[src/hw/cit_timing_map.svh]
`ifndef CIT_TIMING_MAP_SVH
`define CIT_TIMING_MAP_SVH

// ****************************************
// widths
// ****************************************
`define CIT_LEN_W 2
`define CIT_CYC_W 3
`define CIT_CLK_CNT_W 32

// ****************************************
// opcode patterns
// ****************************************
`define CIT_OP_INC_WREG_HI 5'h01
`define CIT_OP_SUB_WREG_HI 5'h13
`define CIT_OP_DECJ_WREG_HI 5'h1b
`define CIT_OP_CMPJ_HI 4'hb
`define CIT_OP_INC_PTR 8'ha3
`define CIT_OP_DECJ_DIR 8'hd5
`define CIT_OP_CMPJ_FIRST 8'hb4
`define CIT_OP_XMOV_RD_PTR 8'he0
`define CIT_OP_XMOV_RD_IND_HI 7'h71
`define CIT_OP_XMOV_WR_PTR 8'hf0
`define CIT_OP_XMOV_WR_IND_HI 7'h79

// ****************************************
// timing and reset values
// ****************************************
`define CIT_TAKEN_EXTRA 3'h1
`define CIT_PSTORE_RST 1'b0
`define CIT_BYTE_RST 8'h00
`define CIT_PTR_RST 16'h0000

`endif

[src/hw/cit_pkg.sv]
package cit_pkg;

   typedef enum logic [2:0] {
      CIT_K_PLAIN,
      CIT_K_INC_WREG,
      CIT_K_SUB_WREG,
      CIT_K_INC_PTR,
      CIT_K_XMOV_RD,
      CIT_K_XMOV_WR,
      CIT_K_CBRANCH
   } cit_kind_t;

   typedef enum logic {
      CIT_S_IDLE,
      CIT_S_BUSY
   } cit_state_t;

endpackage

[src/hw/cit_dec_if.sv]
`timescale 1ns/10ps
`default_nettype none
`include "cit_timing_map.svh"

interface cit_dec_if;
   logic [7:0] opcode;
   logic [`CIT_LEN_W-1:0] len;
   cit_pkg::cit_kind_t kind;

   modport dec (input opcode, output len, output kind);
   modport core (output opcode, input len, input kind);
endinterface

`default_nettype wire

[src/hw/cit_opcode_decode.sv]
`timescale 1ns/10ps
`default_nettype none
`include "cit_timing_map.svh"

module cit_opcode_decode (
   cit_dec_if.dec dec
);

   // ****************************************
   // byte length of every opcode
   // ****************************************
   function automatic logic [`CIT_LEN_W-1:0] cit_len(input logic [7:0] op);
      logic [3:0] hi;
      hi = op[7:4];
      cit_len = 2'h1;
      unique case (op[3:0])
         4'h0: cit_len = (hi == 4'h0 || hi >= 4'he) ? 2'h1 :
                         (hi inside {4'h1, 4'h2, 4'h3, 4'h9}) ? 2'h3 : 2'h2;
         4'h1: cit_len = 2'h2;
         4'h2: cit_len = (hi <= 4'h1) ? 2'h3 :
                         (hi inside {4'h2, 4'h3, 4'he, 4'hf}) ? 2'h1 : 2'h2;
         4'h3: cit_len = (hi inside {4'h4, 4'h5, 4'h6}) ? 2'h3 : 2'h1;
         4'h4: cit_len = (hi == 4'hb) ? 2'h3 :
                         (hi <= 4'h1 || hi == 4'h8 || hi >= 4'ha) ? 2'h1 : 2'h2;
         4'h5: cit_len = (hi inside {4'h7, 4'h8, 4'hb, 4'hd}) ? 2'h3 : 2'h2;
         4'h6, 4'h7: cit_len = (hi == 4'hb) ? 2'h3 :
                         (hi inside {4'h7, 4'h8, 4'ha}) ? 2'h2 : 2'h1;
         default: cit_len = (hi == 4'hb) ? 2'h3 :
                         (hi inside {4'h7, 4'h8, 4'ha, 4'hd}) ? 2'h2 : 2'h1;
      endcase
   endfunction

   // ****************************************
   // instruction class
   // ****************************************
   function automatic cit_pkg::cit_kind_t cit_kind(input logic [7:0] op);
      logic cbr;
      cbr = (op[3:0] == 4'h0 && op[7:4] >= 4'h1 && op[7:4] <= 4'h7) ||
            (op[7:4] == `CIT_OP_CMPJ_HI && op >= `CIT_OP_CMPJ_FIRST) ||
            (op == `CIT_OP_DECJ_DIR) || (op[7:3] == `CIT_OP_DECJ_WREG_HI);
      if (op[7:3] == `CIT_OP_INC_WREG_HI) begin
         cit_kind = cit_pkg::CIT_K_INC_WREG;
      end else if (op[7:3] == `CIT_OP_SUB_WREG_HI) begin
         cit_kind = cit_pkg::CIT_K_SUB_WREG;
      end else if (op == `CIT_OP_INC_PTR) begin
         cit_kind = cit_pkg::CIT_K_INC_PTR;
      end else if (op == `CIT_OP_XMOV_RD_PTR || op[7:1] == `CIT_OP_XMOV_RD_IND_HI) begin
         cit_kind = cit_pkg::CIT_K_XMOV_RD;
      end else if (op == `CIT_OP_XMOV_WR_PTR || op[7:1] == `CIT_OP_XMOV_WR_IND_HI) begin
         cit_kind = cit_pkg::CIT_K_XMOV_WR;
      end else if (cbr) begin
         cit_kind = cit_pkg::CIT_K_CBRANCH;
      end else begin
         cit_kind = cit_pkg::CIT_K_PLAIN;
      end
   endfunction

   assign dec.len = cit_len(dec.opcode);
   assign dec.kind = cit_kind(dec.opcode);

endmodule

`default_nettype wire

[src/hw/cit_core_timing.sv]
// Contract
// - execution time is counted in plain clock cycles, no machine-cycle grouping.
// - most instructions take as many clocks as they have program bytes.
// - a conditional branch not taken finishes one clock before a taken one.
// - external-data moves reach flash program space when program store is selected.
// - external-data moves reach external data RAM when external space is selected.
// - increment working register is one byte and one clock.
// - subtract with borrow from a working register is one byte and one clock.
// - 16-bit data pointer increment is one byte and one clock.
`timescale 1ns/10ps
`default_nettype none
`include "cit_timing_map.svh"

module cit_core_timing #(
   parameter int NUM_WREG = 8
) (
   input wire logic clk_i,
   input wire logic sys_rst_i,
   input wire logic issue_valid_i,
   input wire logic [7:0] issue_opcode_i,
   input wire logic branch_taken_i,
   input wire logic pstore_wr_i,
   input wire logic pstore_sel_i,
   input wire logic [7:0] xmem_rdata_i,
   input wire logic xmem_rvalid_i,
   output logic issue_ready_o,
   output logic retire_o,
   output logic [`CIT_CYC_W-1:0] retire_cycles_o,
   output logic [`CIT_CLK_CNT_W-1:0] exec_clocks_o,
   output logic xmem_req_o,
   output logic xmem_we_o,
   output logic xmem_flash_sel_o,
   output logic [15:0] xmem_addr_o,
   output logic [7:0] xmem_wdata_o,
   output logic program_store_control_o,
   output logic [7:0] acc_o,
   output logic carry_o,
   output logic [15:0] data_pointer_16bit_o
);

   // ****************************************
   // decode
   // ****************************************
   cit_dec_if dec_bus ();

   cit_opcode_decode u_dec (
      .dec(dec_bus)
   );

   assign dec_bus.opcode = issue_opcode_i;

   cit_pkg::cit_state_t state_q;
   logic [`CIT_CYC_W-1:0] cnt_q;
   logic ready_q;
   logic retire_q;
   logic [`CIT_CYC_W-1:0] retire_cycles_q;
   logic [`CIT_CYC_W-1:0] cur_cycles_q;
   logic [`CIT_CLK_CNT_W-1:0] clk_cnt_q;
   logic accept;
   logic [`CIT_CYC_W-1:0] cycles_d;

   assign accept = issue_valid_i && ready_q;

   // ****************************************
   // cycle cost of the offered instruction
   // ****************************************
   always_comb begin
      cycles_d = {1'b0, dec_bus.len};
      if (dec_bus.kind == cit_pkg::CIT_K_CBRANCH && branch_taken_i) begin
         cycles_d = {1'b0, dec_bus.len} + `CIT_TAKEN_EXTRA;
      end
   end

   // ****************************************
   // execution sequencer
   // ****************************************
   // counts whole clocks only; each cycle of an instruction is one clk_i edge
   always_ff @(posedge clk_i) begin
      if (sys_rst_i) begin
         state_q <= cit_pkg::CIT_S_IDLE;
         cnt_q <= '0;
         ready_q <= 1'b1;
         cur_cycles_q <= '0;
      end else begin
         unique case (state_q)
            cit_pkg::CIT_S_IDLE: begin
               if (accept && cycles_d != 3'h1) begin
                  state_q <= cit_pkg::CIT_S_BUSY;
                  cnt_q <= cycles_d - 3'h1;
                  ready_q <= 1'b0;
                  cur_cycles_q <= cycles_d;
               end
            end
            cit_pkg::CIT_S_BUSY: begin
               cnt_q <= cnt_q - 3'h1;
               if (cnt_q == 3'h1) begin
                  state_q <= cit_pkg::CIT_S_IDLE;
                  ready_q <= 1'b1;
               end
            end
         endcase
      end
   end

   // ****************************************
   // retire report
   // ****************************************
   always_ff @(posedge clk_i) begin
      if (sys_rst_i) begin
         retire_q <= 1'b0;
         retire_cycles_q <= '0;
      end else if (accept && cycles_d == 3'h1) begin
         retire_q <= 1'b1;
         retire_cycles_q <= cycles_d;
      end else if (state_q == cit_pkg::CIT_S_BUSY && cnt_q == 3'h1) begin
         retire_q <= 1'b1;
         retire_cycles_q <= cur_cycles_q;
      end else begin
         retire_q <= 1'b0;
      end
   end

   // running total of execution clocks; wraps silently
   always_ff @(posedge clk_i) begin
      if (sys_rst_i) begin
         clk_cnt_q <= '0;
      end else if (accept || state_q == cit_pkg::CIT_S_BUSY) begin
         clk_cnt_q <= clk_cnt_q + 32'h1;
      end
   end

   // ****************************************
   // program store control
   // ****************************************
   logic pstore_q;

   always_ff @(posedge clk_i) begin
      if (sys_rst_i) begin
         pstore_q <= `CIT_PSTORE_RST;
      end else if (pstore_wr_i) begin
         pstore_q <= pstore_sel_i;
      end
   end

   // ****************************************
   // one-clock datapath
   // ****************************************
   logic [7:0] wreg_q [NUM_WREG];
   logic [7:0] acc_q;
   logic carry_q;
   logic [15:0] ptr_q;
   logic [2:0] rsel;
   logic [8:0] sub_res;

   assign rsel = issue_opcode_i[2:0];
   assign sub_res = {1'b0, acc_q} - {1'b0, wreg_q[rsel]} - {8'h00, carry_q};

   genvar gi;
   generate
      for (gi = 0; gi < NUM_WREG; gi++) begin : g_wreg
         always_ff @(posedge clk_i) begin
            if (sys_rst_i) begin
               wreg_q[gi] <= `CIT_BYTE_RST;
            end else if (accept && dec_bus.kind == cit_pkg::CIT_K_INC_WREG
                         && rsel == 3'(gi)) begin
               wreg_q[gi] <= wreg_q[gi] + 8'h01;
            end
         end
      end
   endgenerate

   always_ff @(posedge clk_i) begin
      if (sys_rst_i) begin
         acc_q <= `CIT_BYTE_RST;
         carry_q <= 1'b0;
      end else if (xmem_rvalid_i) begin
         acc_q <= xmem_rdata_i;
      end else if (accept && dec_bus.kind == cit_pkg::CIT_K_SUB_WREG) begin
         acc_q <= sub_res[7:0];
         carry_q <= sub_res[8];
      end
   end

   always_ff @(posedge clk_i) begin
      if (sys_rst_i) begin
         ptr_q <= `CIT_PTR_RST;
      end else if (accept && dec_bus.kind == cit_pkg::CIT_K_INC_PTR) begin
         ptr_q <= ptr_q + 16'h0001;
      end
   end

   // ****************************************
   // external-data move steering
   // ****************************************
   // target chosen at issue, so a later control write cannot redirect it
   logic xreq_q;
   logic xwe_q;
   logic xflash_q;
   logic [15:0] xaddr_q;
   logic [7:0] xwdata_q;
   logic is_xmov;

   assign is_xmov = dec_bus.kind == cit_pkg::CIT_K_XMOV_RD ||
                    dec_bus.kind == cit_pkg::CIT_K_XMOV_WR;

   always_ff @(posedge clk_i) begin
      if (sys_rst_i) begin
         xreq_q <= 1'b0;
         xwe_q <= 1'b0;
         xflash_q <= `CIT_PSTORE_RST;
         xaddr_q <= '0;
         xwdata_q <= '0;
      end else if (accept && is_xmov) begin
         xreq_q <= 1'b1;
         xwe_q <= dec_bus.kind == cit_pkg::CIT_K_XMOV_WR;
         xflash_q <= pstore_q;
         xaddr_q <= issue_opcode_i[1] ? {8'h00, wreg_q[{2'b00, issue_opcode_i[0]}]} : ptr_q;
         xwdata_q <= acc_q;
      end else begin
         xreq_q <= 1'b0;
      end
   end

   // ****************************************
   // outputs
   // ****************************************
   assign issue_ready_o = ready_q;
   assign retire_o = retire_q;
   assign retire_cycles_o = retire_cycles_q;
   assign exec_clocks_o = clk_cnt_q;
   assign xmem_req_o = xreq_q;
   assign xmem_we_o = xwe_q;
   assign xmem_flash_sel_o = xflash_q;
   assign xmem_addr_o = xaddr_q;
   assign xmem_wdata_o = xwdata_q;
   assign program_store_control_o = pstore_q;
   assign acc_o = acc_q;
   assign carry_o = carry_q;
   assign data_pointer_16bit_o = ptr_q;

endmodule

`default_nettype wire

[config.mk]
export PLATFORM = sky130hd
export DESIGN_NAME = cit_core_timing
export DESIGN_NICKNAME = d
export VERILOG_FILES = /design/src/hw/cit_pkg.sv /design/src/hw/cit_dec_if.sv /design/src/hw/cit_opcode_decode.sv /design/src/hw/cit_core_timing.sv
export VERILOG_INCLUDE_DIRS = /design/src /design/src/hw
export SDC_FILE = /design/constraint.sdc
export NUM_CORES = 1
export LEC_CHECK = 0
export CAP_MARGIN = 20
export CORE_MARGIN = 3
export CORE_UTILIZATION = 25
export DETAILED_ROUTE_END_ITERATION = 7
export DONT_BUFFER_PORTS = 1
export SYNTH_ARGS = -nofsm -noshare
export SYNTH_HDL_FRONTEND = slang
export SYNTH_SLANG_ARGS = --single-unit
[constraint.sdc]
create_clock -name clk_i -period 5.1 [get_ports clk_i]
set_input_delay 0.765 -clock clk_i [delete_from_list [all_inputs] [get_ports clk_i]]
set_output_delay 0.765 -clock clk_i [all_outputs]
set_load 0.01 [all_outputs]
# After elaboration in Yosys (flattened, before gate mapping)
# Memories as Yosys holds them, arrays and structs flattened.
# Index checks and enable logic that the tools add are counted.
[totals]
register_bits = 97
mem_bits_rw = 64
in_bits = 23
out_inout_bits = 90
elab_cells = 211
memories = 1
[memory_table]
columns = ["name", "depth", "width", "read_ports", "rd_clocked_by_memory_dff", "write_ports", "line_no", "rtl"]
rows = [
  ["wreg_q", 8, 8, 10, 0, 8, "cit_core_timing.sv:148", "logic [7:0] wreg_q [NUM_WREG];"],
]
[op_classes]
addsub = 15
n_lt_le_gt_ge = 6
eq_ne = 48
muxes = 70
n_bitwise = 10
reduce_logical = 45
[op_table]
columns = ["cell", "n"]
rows = [
  ["$mux 8", 10],
  ["$add 8x1->8 const B", 8],
  ["$mux 1", 35],
  ["$add 32x1->32 const B", 1],
  ["$eq 4x3->1 const B", 8],
  ["$eq 8x8->1 const B", 4],
  ["$mux 3", 10],
  ["$eq 4x4->1 const B", 7],
  ["$eq 3x3->1 const B", 7],
  ["$logic_and 1x1->1", 20],
  ["$mux 2", 10],
  ["$add 16x1->16 const B", 1],
  ["$eq 4x2->1 const B", 4],
  ["$mux 16", 1],
  ["$reduce_bool 4->1", 4],
  ["$eq 7x7->1 const B", 2],
  ["$pmux 2 s7", 1],
  ["$eq 3x1->1 const B", 4],
  ["$eq 3x2->1 const B", 4],
  ["$eq 5x5->1 const B", 2],
  ["$logic_or 1x1->1", 10],
  ["$sub 8x8->9", 1],
  ["$sub 9x1->9", 1],
  ["$eq 4x1->1 const B", 2],
  ["21 further kinds", 37],
]

# Logic depth before layout (Yosys ltp)
[depth]
depth_word = 19
mapped_depth = 17
mapped_depth_nobuf = 14

# Modules after synthesis
# From an unflattened synthesis, not the netlist that was laid out.
[unflattened]
hier_cells = 959
hier_area_um2 = 8836.0
[modules_own_cells]
columns = ["mod", "n_inst", "cells_per_inst", "area_per_inst_um2", "seq_area_each_um2"]
rows = [
  ["cit_core_timing", 1, 881, 8350.5, 3863.7],
  ["cit_opcode_decode", 1, 78, 485.5, 0.0],
]

# Worst setup path before layout
# OpenSTA, ideal clock, no wires.
[synth_path]
path_kind = "input-to-reg"
start = "input issue_opcode_i[1]"
end = "register acc_q[7], in the netlist acc_o[7]"
setup_ns = 0.095
t_arrival_ns = 3.982
required_ns = 5.005
slack_ns = 1.022
path_stages = 14
path_buffers = 3
cell_sequence = "buf_4 -> clkbuf_1 -> clkbuf_1 -> mux4_2 -> fa_1 -> inv_1 -> ha_1 -> o21ai_0 -> nand3b_1 -> a21o_1 -> a21oi_1 -> mux2i_1 -> o21ai_0 -> a221oi_1"
[synth_via]
elab_chain_cells = 15
elab_cells_between_ends = 30
classes_between = "2 x add/sub; 1 x order compare; 7 x eq/ne; 8 x mux; 11 x reduce/logical; 1 x memory"
[synth_rtl]
columns = ["item", "line_no", "rtl"]
rows = [
  ["start, declared", "cit_core_timing.sv:20", "input wire logic [7:0] issue_opcode_i,"],
  ["parallel branches: the longest is 15 deep, another holds $sub 8x8->9", "n/a", ""],
  ["end signal, assigned", "cit_core_timing.sv:174", "acc_q <= `CIT_BYTE_RST;"],
  ["end signal, assigned", "cit_core_timing.sv:177", "acc_q <= xmem_rdata_i;"],
  ["end signal, assigned", "cit_core_timing.sv:179", "acc_q <= sub_res[7:0];"],
  ["end, declared", "cit_core_timing.sv:149", "logic [7:0] acc_q;"],
]
# Several ways; the timed one is not identified. The select of a mux whose other input is x is not followed.
# A chain may end at the register's enable or synchronous reset.

# Worst setup path after layout
[layout_path]
start = "input issue_opcode_i[1]"
end = "register cur_cycles_q[2]"
[layout_via]
elab_chain_cells = 18
elab_cells_between_ends = 38
classes_between = "1 x add/sub; 1 x order compare; 15 x eq/ne; 8 x mux; 13 x reduce/logical"
[layout_rtl]
columns = ["item", "line_no", "rtl"]
rows = [
  ["parallel branches: the longest is 14 deep, another holds $ge 8x8->1", "n/a", ""],
  ["$mux 3 (*)", "cit_core_timing.sv:69", "if (dec_bus.kind == cit_pkg::CIT_K_CBRANCH && branch_taken_i) begin"],
  ["$ne 3x1->1", "cit_core_timing.sv:87", "if (accept && cycles_d != 3'h1) begin"],
  ["$logic_and 1x1->1", "cit_core_timing.sv:87", ""],
  ["$reduce_and 2->1 (no line)", "n/a", ""],
  ["end signal, assigned", "cit_core_timing.sv:91", "cur_cycles_q <= cycles_d;"],
  ["end, declared", "cit_core_timing.sv:57", "logic [`CIT_CYC_W-1:0] cur_cycles_q;"],
]
# Mark *: on every way between the ends.

==> flow_summary.html <==
<table>
<tr><th>Metric</th><th>Value</th></tr>
<tr><th colspan="2">Placed design</th></tr>
<tr><td>HPWL Detailed</td><td>17.2 mm</td></tr>
<tr><td>Placed Instances</td><td>1369</td></tr>
<tr><td>Gp weighted congestion</td><td>0.841</td></tr>
<tr><td>Post-DP Area</td><td>9260 um2</td></tr>
<tr><td>I/O Buffers</td><td>0</td></tr>
<tr><th colspan="2">Setup path</th></tr>
<tr><td>CP startpoint kind</td><td>input pin</td></tr>
<tr><td>CP Data Arrival Time</td><td>about 3.8 ns</td></tr>
<tr><td>Worst setup slack for register-to-register paths</td><td>between 1.5 and 2 ns</td></tr>
<tr><td>Largest stage delay, worst path</td><td>between 0.5 and 0.6 ns</td></tr>
<tr><td>Critical-path cell with the highest stage delay</td><td>sky130_fd_sc_hd__nor2b_1</td></tr>
<tr><td>Worst Path Max Fanout</td><td>between 40 and 50</td></tr>
<tr><td>Start-to-end type of the worst setup path</td><td>input pin to flop</td></tr>
<tr><td>Critical register-to-register path startpoint</td><td>wreg_q[6][0]</td></tr>
<tr><td>R2r worst-path depth</td><td>12</td></tr>
<tr><td>Total stage count of the critical path</td><td>13</td></tr>
<tr><td>CP Data Required Time</td><td>roughly 5.5 ns</td></tr>
<tr><td>Capture point of the worst reg-to-reg path</td><td>acc_o[7]</td></tr>
<tr><td>Crit-path leading delay family</td><td>simple AND/OR/NAND/NOR gates</td></tr>
<tr><td>Count of buffer and inverter cells on the critical path</td><td>2</td></tr>
<tr><td>Cells along the critical path</td><td>inv_1 -&gt; nor3_1 -&gt; a211oi_2 -&gt; o221a_4 -&gt; inv_1 -&gt; ha_1 -&gt; and2_1 -&gt; a31oi_1 -&gt; ha_1 -&gt; a21oi_1 -&gt; nor2b_1 -&gt; mux2i_1 -&gt; nor2b_1</td></tr>
<tr><td>Type of element capturing the critical path</td><td>flop</td></tr>
<tr><th colspan="2">Synthesis</th></tr>
<tr><td>Number of enable-type register cells in the synthesized netlist</td><td>between 60 and 70</td></tr>
<tr><td>Number of storage elements in the synthesis netlist</td><td>around 160</td></tr>
<tr><td>Number of warning messages in the yosys log</td><td>0</td></tr>
<tr><td>Dominant synthesized flop cell</td><td>sky130_fd_sc_hd__dfxtp_1</td></tr>
<tr><td>Sequential-to-total area share from yosys stat</td><td>0.436</td></tr>
<tr><td>Ys async rst share</td><td>0</td></tr>
<tr><td>Summed instance area of the synthesized netlist</td><td>8860 um2</td></tr>
<tr><td>Number of distinct standard cells referenced by the synthesized netlist</td><td>75</td></tr>
<tr><td>Average footprint of a synthesized cell</td><td>9.28 um2</td></tr>
<tr><td>Post-synthesis instance total</td><td>around 960</td></tr>
<tr><td>Net count after synthesis</td><td>1009</td></tr>
<tr><th colspan="2">Power and ir drop</th></tr>
<tr><td>Worst vdd rail ir drop</td><td>about 0.17 mV</td></tr>
<tr><td>Psw</td><td>roughly 760 uW</td></tr>
<tr><td>Combinational fraction of design power</td><td>0.105</td></tr>
<tr><td>Power consumption</td><td>2.97 mW</td></tr>
<tr><td>Switching part of the total power</td><td>0.257</td></tr>
<tr><td>Pwr per Cell Area</td><td>between 300 and 400 nW/um2</td></tr>
<tr><td>Internal power</td><td>between 2 and 2.5 mW</td></tr>
<tr><td>Clock network fraction of design power</td><td>0.414</td></tr>
<tr><td>Part of the power in registers</td><td>0.481</td></tr>
<tr><td>Static leakage</td><td>between 3 and 4 nW</td></tr>
<tr><th colspan="2">Die</th></tr>
<tr><td>Placeable core area</td><td>roughly 35000 um2</td></tr>
<tr><td>Initial core utilization</td><td>0.255</td></tr>
<tr><td>Die Y</td><td>roughly 190 um</td></tr>
<tr><td>Width of the chip</td><td>around 190 um</td></tr>
<tr><td>Row cnt</td><td>just under 70</td></tr>
<tr><td># IOs</td><td>about 110</td></tr>
<tr><td>Die Footprint</td><td>approximately 38000 um2</td></tr>
<tr><th colspan="2">STA</th></tr>
<tr><td>Highest achievable clock rate</td><td>approximately 290 MHz</td></tr>
<tr><td>Hold violation total from the final report</td><td>0</td></tr>
<tr><td>Final setup violation count</td><td>0</td></tr>
<tr><td>Tmin final</td><td>roughly 3.4 ns</td></tr>
<tr><td>RSZ-0062 raised after global routing</td><td>no</td></tr>
<tr><td>Post-route clock skew</td><td>roughly 0.012 ns</td></tr>
<tr><td>Setup Total Neg Slack</td><td>0 ns</td></tr>
<tr><td>Worst-margin pin slew</td><td>roughly 1.0 ns</td></tr>
<tr><td>Final clock period utilization by the worst path</td><td>0.669</td></tr>
<tr><td>Worst slew margin relative to its limit</td><td>0.308</td></tr>
<tr><td>Final number of max-transition violations</td><td>0</td></tr>
<tr><th colspan="2">CTS</th></tr>
<tr><td>CTS tree</td><td>done</td></tr>
<tr><td>Post-cts sizing count</td><td>0</td></tr>
<tr><td>Clock net sink count</td><td>~160</td></tr>
<tr><td>Clock buffers created by TritonCTS</td><td>17</td></tr>
<tr><td>Number of setup buffers added after CTS</td><td>0</td></tr>
<tr><td>Clock tree buffer depth</td><td>2</td></tr>
<tr><td>Hold Buf Count CTS</td><td>0</td></tr>
<tr><td>Worst-Skew Late Latency</td><td>around 0.43 ns</td></tr>
<tr><td>Root buffer cell</td><td>sky130_fd_sc_hd__clkbuf_16</td></tr>
<tr><td># H-tree levels</td><td>4</td></tr>
<tr><td>Clk pin slew, worst setup/hold paths</td><td>roughly 0.06 ns</td></tr>
<tr><th colspan="2">Route</th></tr>
<tr><td>Via-per-instance ratio</td><td>around 4.9</td></tr>
<tr><td>Via count</td><td>around 7k</td></tr>
<tr><td>Count of antenna-violating nets left after detailed routing</td><td>0</td></tr>
<tr><td># DRC</td><td>0</td></tr>
<tr><td>Routed wire length</td><td>about 23 mm</td></tr>
<tr><td>Number of detailed-route iterations in the first pass</td><td>4</td></tr>
<tr><td>Routed length per instance</td><td>about 16 um</td></tr>
<tr><td>Number of violations reported at the end of detailed-routing iteration 0</td><td>approximately 430</td></tr>
<tr><th colspan="2">GRT</th></tr>
<tr><td>Number of global-route vias before repair</td><td>about 6.5k</td></tr>
<tr><td>Tot GR Track Use</td><td>0.119</td></tr>
<tr><td>Gr ovfl total</td><td>0</td></tr>
<tr><td>Global-route wire length before repair</td><td>36.6 mm</td></tr>
<tr><td>Largest net degree at the start of global routing</td><td>~110</td></tr>
<tr><td>Initial antenna violation count</td><td>2</td></tr>
<tr><th colspan="2">Run status</th></tr>
<tr><td>Run status</td><td>finished, final reports clean</td></tr>
<tr><th colspan="2">Final layout</th></tr>
<tr><td>Antenna cells</td><td>0</td></tr>
<tr><td>Total number of nets in the final design</td><td>~1000</td></tr>
<tr><td>Summed area of non-filler cells in the final layout</td><td>slightly below 10000 um2</td></tr>
<tr><td>Filler instances</td><td>around 3.6k</td></tr>
<tr><td>Non-filler instance count after layout</td><td>about 1.4k</td></tr>
<tr><td>Fraction of layout instances using a drive strength above 1</td><td>0.0718</td></tr>
<tr><td>Layout area overhead</td><td>10.9%</td></tr>
<tr><th colspan="2">Flow run</th></tr>
<tr><td>Max capacitance violation total</td><td>0</td></tr>
<tr><th colspan="2">Worst hold path</th></tr>
<tr><td>Number of cells traversed by the worst hold path</td><td>1</td></tr>
<tr><td>Startpoint of the tightest hold check path</td><td>sys_rst_i</td></tr>
<tr><td>Worst Hold Class</td><td>input pin to flop</td></tr>
<tr><td>Hold path endpoint</td><td>exec_clocks_o[20]</td></tr>
</table>
-- state kept, by name (all words and copies together), names as in the netlist --
register	count
xmem_addr_o	16
retire_o	1
cnt_q	3
exec_clocks_o	32
data_pointer_16bit_o	16
xmem_wdata_o	8
xmem_we_o	1
acc_o	8
xmem_req_o	1
carry_o	1
xmem_flash_sel_o	1
wreg_q	64
retire_cycles_o	3
state_q	1
issue_ready_o	1
program_store_control_o	1
cur_cycles_q	3
-- power by group through the flow --
stage / clock network (mW) / registers (mW) / logic [mW]
finish: 1.23 / 1.43 / 0.311
floorplan: 0 / 1.44 / 0.289
CTS: 1.26 / 1.43 / 0.310
detailed placement: 0 / 1.46 / 0.307
global route: 1.31 / 1.44 / 0.350
global placement: 0 / 1.46 / 0.304
-- cell usage in the layout, fill, tap and decap left out, types with 7 or more instances in the layout --
| cell | n |
|---|---|
| sky130_fd_sc_hd__a211oi_1 | 10 |
| sky130_fd_sc_hd__a21oi_1 | 62 |
| sky130_fd_sc_hd__and3_1 | 35 |
| sky130_fd_sc_hd__clkbuf_16 | 18 |
| sky130_fd_sc_hd__dfxtp_1 | 97 |
| sky130_fd_sc_hd__edfxtp_1 | 64 |
| sky130_fd_sc_hd__ha_1 | 29 |
| sky130_fd_sc_hd__inv_1 | 42 |
| sky130_fd_sc_hd__mux2_2 | 7 |
| sky130_fd_sc_hd__mux2i_1 | 22 |
| sky130_fd_sc_hd__mux4_2 | 8 |
| sky130_fd_sc_hd__nand2_1 | 86 |
| sky130_fd_sc_hd__nand2b_1 | 8 |
| sky130_fd_sc_hd__nand3_1 | 55 |
| sky130_fd_sc_hd__nand4_1 | 9 |
| sky130_fd_sc_hd__nor2_1 | 136 |
| sky130_fd_sc_hd__nor2b_1 | 12 |
| sky130_fd_sc_hd__nor3_1 | 13 |
| sky130_fd_sc_hd__o211ai_1 | 11 |
| sky130_fd_sc_hd__o21ai_0 | 18 |
| sky130_fd_sc_hd__or3_1 | 11 |
| sky130_fd_sc_hd__xnor2_1 | 29 |
| sky130_fd_sc_hd__xor2_1 | 65 |
-- logic make-up (layout without fill, tap and decap cells) --
family | count (synthesis) | after routing | share of synthesized area
compound gates | 144 | 144 | 0.108
xor+xnor | 95 | 95 | 0.0960
fa+ha+maj | 31 | 31 | 0.0455
buf+inv | 84 | 76 | 0.0392
flops | 161 | 161 | 0.436
mux | 37 | 37 | 0.0541
simple gates | 403 | 403 | 0.222
-- cells in the mapped netlist (all sizes together), types with 23 or more instances --
master / n / area [um2]
nor2: 138 / 521
dfxtp: 97 / 1940
nand2: 86 / 323
xor2: 65 / 569
edfxtp: 64 / 1920
a21oi: 62 / 310
nand3: 56 / 285
inv: 41 / 154
and3: 35 / 219
xnor2: 30 / 282
ha: 29 / 363
clkbuf: 23 / 86.3
-- layout make-up --
type | instances | area (um2) | share of cell area
clock buffer | 23 | 489 | 0.0498
clock inverter | 9 | 73.8 | 0.00751
inverter | 41 | 154 | 0.0157
multi-input combinational | 710 | 4650 | 0.473
sequential | 161 | 3860 | 0.393
tap | 455 | 569 | 0.0579
timing repair buffer | 3 | 26.3 | 0.00267
-- per-layer routing --
metal	up-vias	routed length, um	global-route usage
met5	-	24	0
met2	205	10200	0.180
met1	3308	10600	0.167
li1	3314	-	-
met4	4	272	0.0274
met3	25	1910	0.0382
-- worst max-delay path by stage --
stage	start	endpoint	slack, ns
2_1_floorplan	issue_opcode_i[1]	acc_o[7]	1.02
3_3_place_gp	issue_opcode_i[1]	cur_cycles_q[2]	1.38
3_5_place_dp	issue_opcode_i[1]	cur_cycles_q[2]	1.31
4_1_cts	issue_opcode_i[1]	cur_cycles_q[2]	1.72
5_1_grt	issue_opcode_i[1]	cur_cycles_q[1]	1.42
6_report	issue_opcode_i[1]	cur_cycles_q[2]	1.69
-- through the flow --
stage	utilization	hold slack (ns)	setup slack [ns]
after floorplan	-	0.464	1.02
after global placement	0.267	0.486	1.38
after detailed placement	0.267	0.485	1.31
after CTS	0.283	0.386	1.72
after global routing	0.283	0.373	1.42
final	0.283	0.415	1.69
Note: power is estimated with default switching activity, not from simulation.
